`src/core/wrs_pkg.sv`:
```
/*
 * Constants shared by the guard timer and reset-status block: register indices,
 * bit positions, reset values and counts.
 * Assumes an Avalon-MM master that addresses bytes, one 32-bit word per register.
 */
//
// Summary of operation
// - Timeout counter counts ticks of its own 125 kHz oscillator, not the system clock.
// - Counter reaching the selected timeout raises interrupt or system reset per mode.
// - Restart instruction zeroes the counter; software must restart it before timeout.
// - Interrupt-only mode raises interrupt without reset; interrupt can wake from sleep.
// - System-reset mode resets the device on expiry.
// - Combined mode interrupts first, then drops to reset mode for the next expiry.
// - Programmed always-on fuse forces reset mode: reset enable 1, irq enable 0.
// - New reset enable and prescale, change enable clear, accepted only within four cycles.
// - After a guard reset the timer stays enabled until software disables it.
// - Reset-status register holds five source flags in bits 4..0; top three read-only.
// - Scan reset flag sets on scan-chain reset; clears on power-on or writing zero.
// - Guard reset flag sets on guard reset; clears on power-on or writing zero.
// - Brown-out flag sets on brown-out reset; clears on power-on or writing zero.
// - Pin reset flag sets on external reset; clears on power-on or writing zero.
// - Power-on flag sets on power-on reset; clears only by writing zero.
// - Supply-low flag in bit 7 is set by hardware, cleared by power-on or by software writing one.
// - Supply-low interrupt requested only with flag, enable bit 6 and global enable.
// - Bit 0 switches supply monitoring on; bits 5..1 read as zero.
// - Hardware clears change enable four clock cycles after it is written to one.
// - Reset enable reads one and cannot clear while the guard reset flag is set.
// - Prescale code n gives 2048 shl n oscillator ticks, up to code 9; above reserved.
// - Vectoring clears guard irq flag and irq enable; writing one also clears the flag.
package wrs_pkg;
	// Register indices; the byte address is four times the index.
	localparam logic [7:0] IDX_RESET_SOURCE_FLAGS = 8'h34;
	localparam logic [7:0] IDX_GUARD_CONTROL_REG = 8'h60;
	localparam logic [7:0] IDX_SUPPLY_MONITOR_CONTROL = 8'h63;
	localparam int ADDR_W = 10;
	// Guard control register bit positions.
	localparam int BIT_IRQ_FLAG = 7;
	localparam int BIT_IRQ_ENABLE = 6;
	localparam int BIT_PRESCALE_HI = 5;
	localparam int BIT_CHANGE_ENABLE = 4;
	localparam int BIT_RESET_ENABLE = 3;
	// Reset-source flag positions.
	localparam int BIT_SCAN_FLAG = 4;
	localparam int BIT_GUARD_FLAG = 3;
	localparam int BIT_BROWNOUT_FLAG = 2;
	localparam int BIT_PIN_FLAG = 1;
	localparam int BIT_POWERON_FLAG = 0;
	// Supply monitor control bit positions.
	localparam int BIT_SUPPLY_LOW_FLAG = 7;
	localparam int BIT_SUPPLY_LOW_IE = 6;
	localparam int BIT_SUPPLY_ON = 0;
	// Power-on value of the reset-source flags: only the power-on flag set.
	localparam logic [4:0] RESET_FLAGS_INIT = 5'h01;
	// Guard oscillator nominal rate and timeout table.
	localparam int GUARD_OSC_KHZ = 125;
	localparam int TIMEOUT_BASE_TICKS = 2048;
	localparam logic [3:0] PRESCALE_MAX = 4'h9;
	// Change window length in system clock cycles.
	localparam logic [2:0] CHANGE_WIN_CYCLES = 3'h4;
endpackage

```
`src/core/wrs_guard.sv`:
```
/*
 * Guard timer with three timeout modes, fuse-forced reset mode and a timed change
 * window, plus the reset-source flags and the supply monitor control register,
 * all reached over an Avalon-MM slave with waitrequest.
 * Assumes all inputs are synchronous to clk_sys, that rstn is the power-on reset,
 * and that this block itself is not reset by the system reset it issues.
 */
// The Avalon-MM register port is this design's own decision.
`timescale 1ns/1ns
module wrs_guard import wrs_pkg::*; #(
	parameter int CNT_W = 20
) (
	input wire logic clk_sys,
	input wire logic rstn,
	input wire logic [ADDR_W-1:0] avs_address,
	input wire logic avs_read,
	input wire logic avs_write,
	input wire logic [3:0] avs_byteenable,
	input wire logic [31:0] avs_writedata,
	output logic [31:0] avs_readdata,
	output logic avs_waitrequest,
	input wire logic guard_osc,
	input wire logic guard_restart,
	input wire logic guard_vector_ack,
	input wire logic guard_always_on_fuse,
	input wire logic global_irq_enable,
	input wire logic scan_reset_event,
	input wire logic brownout_reset_event,
	input wire logic pin_reset_event,
	input wire logic supply_below,
	output logic guard_irq,
	output logic guard_sys_reset,
	output logic supply_monitor_on,
	output logic supply_low_irq
);

	////////////////////////////////////////////////////////////////////////////
	// Elaboration check: the counter must hold the longest timeout.
	if (CNT_W < 20 || CNT_W > 31) begin : g_bad_width
		$error("CNT_W must lie between 20 and 31.");
	end

	////////////////////////////////////////////////////////////////////////////
	// All state of the block in one record.
	typedef struct packed {
		logic osc_q;
		logic [CNT_W-1:0] count;
		logic [3:0] guard_prescale;
		logic guard_reset_enable;
		logic guard_irq_enable;
		logic guard_irq_flag;
		logic [2:0] win;
		logic [4:0] reset_source_flags;
		logic sys_reset;
		logic supply_low_flag;
		logic supply_low_irq_enable;
		logic supply_monitor_on;
		logic ack;
		logic [31:0] rdata;
	} wrs_state_type;

	wrs_state_type s;
	wrs_state_type next_s;

	// Byte-address match for a register index; used by both read and write decode.
	function automatic logic hit(input logic [ADDR_W-1:0] addr, input logic [7:0] idx);
		hit = (addr == ADDR_W'({idx, 2'b00}));
	endfunction

	logic tick;
	logic eff_re;
	logic eff_ie;
	logic running;
	logic [3:0] pre_eff;
	logic [CNT_W-1:0] limit;
	logic expire;
	logic do_irq;
	logic do_reset;
	logic wr_en;
	logic open_req;
	logic [7:0] wd;
	logic [7:0] ctrl_view;

	////////////////////////////////////////////////////////////////////////////
	// Mode decode and the timeout compare.
	always_comb begin
		// Guard oscillator is sampled as a plain level; a rising edge is one tick.
		tick = guard_osc & ~s.osc_q;
		// The fuse and a pending guard reset flag both pin reset enable high.
		eff_re = s.guard_reset_enable | guard_always_on_fuse
			| s.reset_source_flags[BIT_GUARD_FLAG];
		eff_ie = s.guard_irq_enable & ~guard_always_on_fuse;
		running = eff_re | eff_ie;
		// Reserved codes behave as the longest period rather than wrapping short.
		pre_eff = (s.guard_prescale > PRESCALE_MAX) ? PRESCALE_MAX : s.guard_prescale;
		// At code nine the base shifted into a 20-bit count wraps to zero; the minus
		// one below then yields all ones, which is still the correct last count.
		limit = CNT_W'(TIMEOUT_BASE_TICKS) << pre_eff;
		expire = running & tick & (s.count == limit - CNT_W'(1));
		// First expiry with the flag clear interrupts; in combined mode a later
		// expiry with the flag still pending resets instead.
		do_irq = expire & eff_ie & (~s.guard_irq_flag | ~eff_re);
		do_reset = expire & eff_re & ~do_irq;
		wr_en = avs_write & s.ack & avs_byteenable[0];
		wd = avs_writedata[7:0];
		open_req = wr_en & hit(avs_address, IDX_GUARD_CONTROL_REG)
			& wd[BIT_CHANGE_ENABLE] & wd[BIT_RESET_ENABLE];
		ctrl_view = {s.guard_irq_flag, eff_ie, s.guard_prescale[3], (s.win != 3'h0),
			eff_re, s.guard_prescale[2:0]};
	end

	////////////////////////////////////////////////////////////////////////////
	// Next-state logic: counter, change window, bus accesses, then hardware sets.
	always_comb begin
		next_s = s;
		next_s.osc_q = guard_osc;
		next_s.sys_reset = do_reset;
		// Counter: held at zero when stopped, restarted by instruction or expiry.
		if (guard_restart || !running || expire) begin
			next_s.count = '0;
		end else if (tick) begin
			next_s.count = s.count + CNT_W'(1);
		end
		// Change window closes by itself.
		if (s.win != 3'h0) begin
			next_s.win = s.win - 3'h1;
		end
		// Bus handshake: one wait cycle, then the access completes.
		next_s.ack = (avs_read | avs_write) & ~s.ack;
		if ((avs_read | avs_write) && !s.ack) begin
			if (hit(avs_address, IDX_RESET_SOURCE_FLAGS)) begin
				next_s.rdata = {27'h0, s.reset_source_flags};
			end else if (hit(avs_address, IDX_GUARD_CONTROL_REG)) begin
				next_s.rdata = {24'h0, ctrl_view};
			end else if (hit(avs_address, IDX_SUPPLY_MONITOR_CONTROL)) begin
				next_s.rdata = {24'h0, s.supply_low_flag, s.supply_low_irq_enable, 5'h00,
					s.supply_monitor_on};
			end else begin
				next_s.rdata = 32'h0;
			end
		end
		if (wr_en && hit(avs_address, IDX_RESET_SOURCE_FLAGS)) begin
			// Writing zero clears a flag; writing one leaves it.
			next_s.reset_source_flags = s.reset_source_flags & wd[4:0];
		end else if (wr_en && hit(avs_address, IDX_GUARD_CONTROL_REG)) begin
			if (open_req) begin
				next_s.win = CHANGE_WIN_CYCLES;
				next_s.guard_reset_enable = 1'b1;
			end else if (s.win != 3'h0 && !wd[BIT_CHANGE_ENABLE]) begin
				next_s.guard_reset_enable = wd[BIT_RESET_ENABLE];
				next_s.guard_prescale = {wd[BIT_PRESCALE_HI], wd[2:0]};
				next_s.win = 3'h0;
			end else if (wd[BIT_RESET_ENABLE]) begin
				next_s.guard_reset_enable = 1'b1;
			end
			next_s.guard_irq_enable = wd[BIT_IRQ_ENABLE];
			if (wd[BIT_IRQ_FLAG]) begin
				next_s.guard_irq_flag = 1'b0;
			end
		end else if (wr_en && hit(avs_address, IDX_SUPPLY_MONITOR_CONTROL)) begin
			if (wd[BIT_SUPPLY_LOW_FLAG]) begin
				next_s.supply_low_flag = 1'b0;
			end
			next_s.supply_low_irq_enable = wd[BIT_SUPPLY_LOW_IE];
			next_s.supply_monitor_on = wd[BIT_SUPPLY_ON];
		end
		// Vectoring drops combined mode back to plain reset mode.
		if (guard_vector_ack) begin
			next_s.guard_irq_flag = 1'b0;
			next_s.guard_irq_enable = 1'b0;
		end
		// The fuse locks the interrupt enable low whatever software writes.
		if (guard_always_on_fuse) begin
			next_s.guard_irq_enable = 1'b0;
		end
		// A pending guard reset flag keeps reset enable from being cleared.
		if (next_s.reset_source_flags[BIT_GUARD_FLAG] || s.reset_source_flags[BIT_GUARD_FLAG]) begin
			next_s.guard_reset_enable = 1'b1;
		end
		// Hardware sets come last so an event beats a clear in the same cycle.
		if (do_irq) begin
			next_s.guard_irq_flag = 1'b1;
		end
		if (do_reset) begin
			next_s.reset_source_flags[BIT_GUARD_FLAG] = 1'b1;
			next_s.guard_reset_enable = 1'b1;
		end
		if (scan_reset_event) begin
			next_s.reset_source_flags[BIT_SCAN_FLAG] = 1'b1;
		end
		if (brownout_reset_event) begin
			next_s.reset_source_flags[BIT_BROWNOUT_FLAG] = 1'b1;
		end
		if (pin_reset_event) begin
			next_s.reset_source_flags[BIT_PIN_FLAG] = 1'b1;
		end
		// Supply comparator only counts while monitoring is switched on.
		if (supply_below && s.supply_monitor_on) begin
			next_s.supply_low_flag = 1'b1;
		end
	end

	////////////////////////////////////////////////////////////////////////////
	// State register; rstn is the power-on reset and sets only the power-on flag.
	always_ff @(posedge clk_sys or negedge rstn) begin
		if (!rstn) begin
			s <= '0;
			s.reset_source_flags <= RESET_FLAGS_INIT;
		end else begin
			s <= next_s;
		end
	end

	////////////////////////////////////////////////////////////////////////////
	// Outputs. Interrupt requests are combinational so a sleeping core can wake
	// without waiting on the system clock path.
	assign avs_waitrequest = (avs_read | avs_write) & ~s.ack;
	assign avs_readdata = s.rdata;
	assign guard_irq = s.guard_irq_flag & s.guard_irq_enable & global_irq_enable;
	assign guard_sys_reset = s.sys_reset;
	assign supply_monitor_on = s.supply_monitor_on;
	assign supply_low_irq = s.supply_low_flag & s.supply_low_irq_enable
		& global_irq_enable;
endmodule

```
`config.mk`:
```
export PLATFORM = sky130hd
export DESIGN_NAME = wrs_guard
export DESIGN_NICKNAME = d
export VERILOG_FILES = /design/src/core/wrs_pkg.sv /design/src/core/wrs_guard.sv
export SDC_FILE = /design/constraint.sdc
export NUM_CORES = 1
export LEC_CHECK = 0
export BUFFER_PORTS_ARGS = -buffer_cell sky130_fd_sc_hd__buf_2
export CAP_MARGIN = 20
export CORE_MARGIN = 3
export CORE_UTILIZATION = 55
export DETAILED_ROUTE_END_ITERATION = 6
export PLACE_DENSITY = 0.85
export SLEW_MARGIN = 5
export SYNTH_ARGS = -nofsm -noshare
export SYNTH_HDL_FRONTEND = slang
export SYNTH_SLANG_ARGS = --single-unit
```
`constraint.sdc`:
```
create_clock -name clk_sys -period 5.22 [get_ports clk_sys]
set_input_delay 0.522 -clock clk_sys [delete_from_list [all_inputs] [get_ports clk_sys]]
set_output_delay 0.522 -clock clk_sys [all_outputs]
set_load 0.1 [all_outputs]
```
==> impl_metrics.env <==
export IMPL_clock_sinks=49
export IMPL_run_status="finished, final reports clean"
export IMPL_drtIter0Drc=145
export IMPL_rsz0062_at_grt="no"
export IMPL_path_clk_slew_ns=0.09
export IMPL_async_flop_share_pct=100
export IMPL_worstSetupPathType="reg -> reg"
export IMPL_cap_violations=0
export IMPL_grt_pass1_wl_um=9920
export IMPL_synthCells=327
export IMPL_synth_flop_cell="dfrtp_1"
export IMPL_clock_skew_ns=0.0117
export IMPL_clock_latency_ns=0.30
export IMPL_irDropWorstVdd_mv=0.158
export IMPL_die_y_um=80.2
export IMPL_critPathMaxFanout=16
export IMPL_timing_final_crit_share_pct=66.5
export IMPL_cts_tree="done"
export IMPL_rrSetupSlack_ns=1.75
export IMPL_gp_congestion=0.850
export IMPL_die_x_um=80.2
export IMPL_post_cts_resized=0
export IMPL_hold_path_class="in -> async"
export IMPL_dp_hpwl_um=4490
export IMPL_postRouteAntennaNets=0
export IMPL_use_met1_pct=23.4
export IMPL_final_layout_size_suffix_gt1_share_pct=20.4
export IMPL_avgSynthCellArea_um2=9.27
export IMPL_grt_overflow=0
export IMPL_io_pins=96
export IMPL_post_cts_buffers=0
export IMPL_cp_start_kind="flop"
export IMPL_cp_slowest_stage_delay_ns=0.77
export IMPL_synth_edf_count=0
export IMPL_rows=26
export IMPL_synth_top_area_share_pct=39.6
export IMPL_worstPathArrival_ns=3.62
export IMPL_grtUsageTotal_pct=19.6
export IMPL_yosys_warnings=0
export IMPL_p_leak_nw=1.46
export IMPL_synthMostInstantiatedCell="dfrtp_1"
export IMPL_grtUsageMet3_pct=6.17
export IMPL_grt_use_met2_pct=33.9
export IMPL_ys_top_cells_by_count="dfrtp_1, buf_4, nor2_1"
export IMPL_first_global_vias=2235
export IMPL_synth_largest_area_cell="dfrtp_1"
export IMPL_hold_viol=0
export IMPL_wl_um=6090
export IMPL_htreeDepth=2
export IMPL_ys_ff_latch=49
export IMPL_diodes=0
export IMPL_syn_cell_area_um2=3030
export IMPL_drc=0
export IMPL_vias=2393
export IMPL_grt_max_degree=50
export IMPL_cts_root_buf="clkbuf_8"
export IMPL_cts_made_buffers=5
export IMPL_nNetsFinal=425
export IMPL_start_util_pct=58.2
export IMPL_busiest_layer="met2"
export IMPL_area_growth_pct=7.31
export IMPL_fp_dieArea_um2=6440
export IMPL_cp_cell_sequence="or4b_2 > ha_1 > or4b_4 > a21oi_4 > a311oi_4 > o41ai_4 > nor2_1"
export IMPL_postCtsHoldBufs=0
export IMPL_routed_via_density=5.54
export IMPL_max_freq_mhz=288
export IMPL_fin_hold_ws_ns=0.222
export IMPL_synth_yosys_seq_area_share_pct=40.5
export IMPL_period_needed_ns=3.47
export IMPL_dr_pass1_iters=4
export IMPL_wl_per_cell_um=14.1
export IMPL_finalMaxSlewViolations=0
export IMPL_required_ns=5.37
export IMPL_max_slew_margin_pct=44.3
export IMPL_setup_viol_count_final=0
export IMPL_crit_slowest_cell="o41ai_4"
export IMPL_powerDensity_nw_per_um2=259
export IMPL_critPathCaptureType="flop"
export IMPL_clockBufferDepth=2
export IMPL_port_buffers=44
export IMPL_tightestPinTransition_ns=0.832
export IMPL_synth_area_leaders="dfrtp_1, buf_4, nor2_1"
export IMPL_antenna_found_initial=0
export IMPL_yosys_cell_types_count=53
export IMPL_final_setup_tns_ns=0
export IMPL_coreArea_um2=5200
-- stage by stage --
| stage | setup WS [ns] | std cells | utilization, % | instance area (µm²) | power (mW) |
|---|---|---|---|---|---|
| floorplan | 2.17 | 350 | - | 3120 | 0.557 |
| global placement | 1.81 | 423 | 59.8 | 3110 | 0.573 |
| detailed placement | 1.75 | 423 | 59.8 | 3110 | 0.578 |
| CTS | 1.71 | 431 | 61.9 | 3220 | 0.847 |
| global route | 1.52 | 432 | 62.5 | 3250 | 0.886 |
| finish | 1.75 | 432 | 62.5 | 3250 | 0.843 |
-- worst paths after layout --
path / startpoint / endpoint / cells past startpoint
setup / recovery: ctrl_view[5] / s[65] / 7
hold reg to reg: s[37] / s[37] / 1
min in group clk_sys: guard_osc / s[72] / 1
hold / removal: rstn / s[44] / 1
setup reg to reg: ctrl_view[5] / s[65] / 7
max in group asynchronous: rstn / s[62] / 2
-- worst max-delay path, delay by kind of cell (launching register included) --
kind | cells | cell delay, ns
fa+ha+maj | 1 | 0.32
simple gates | 3 | 1.45
compound gates | 3 | 0.99
flops | 1 | 0.56
-- layer usage --
layer	part of all wire (%)	vias to the layer above
met2	50	81
li1	-	1145
met5	0	-
met3	6.5	12
met4	1.6	0
met1	42	1155
-- cells by family (layout without fill, tap and decap cells) --
group                    after synthesis  after routing  share of synthesized area [%]
AND/OR/NAND/NOR                      137            137                           24.0
XOR/XNOR                              23             23                           6.65
other                                  1             24                          0.124
AO/OA/AOI/OAI                         50             50                           11.6
buffers and inverters                 53             65                           11.8
multiplexers                           9              9                           3.22
adder cells (fa/ha/maj)                5              5                           2.06
flip-flops                            49             49                           40.5
-- layout by cell type (no fill, tap or decap), types with 3 or more instances in the layout --
master and n:
nor3b_1 3, conb_1 24, xor2_1 13, nor3_1 4, a21oi_1 9, nand2_1 30, mux2i_1 3, o21ai_1 3
clkbuf_8 5, buf_2 44, nand3_1 11, a211oi_1 3, nor2_1 34, nand4_1 10, nand2b_1 3, ha_1 5
or2_2 3, mux2_2 6, or3_1 7, inv_1 12, a22oi_1 7, nor2b_1 5, nor4_1 5, xnor2_1 10
o21ai_0 17, dfrtp_1 48, and3_1 4
-- where the power goes --
group | leakage (nW) | switching [mW] | internal (mW) | total [mW]
logic | 0.747 | 0.135 | 0.0410 | 0.176
clock network | 0.0554 | 0.126 | 0.144 | 0.269
registers | 0.657 | 0.00715 | 0.391 | 0.398
-- state kept, by name, indices dropped and copies added, names as in the netlist --
signal	count
avs_readdata	8
ctrl_view	5
guard_sys_reset	1
s	34
supply_monitor_on	1
-- cell type report --
class | count | area [µm²]
fillers | 434 | 1950
clock buffers | 6 | 72.6
repair buffers | 45 | 248
multi-input cells | 248 | 1530
well taps | 70 | 87.6
inverters | 12 | 45.0
clock inverters | 2 | 38.8
flip-flops and latches | 49 | 1230
No activity file was read; power rests on OpenSTA's default activity.
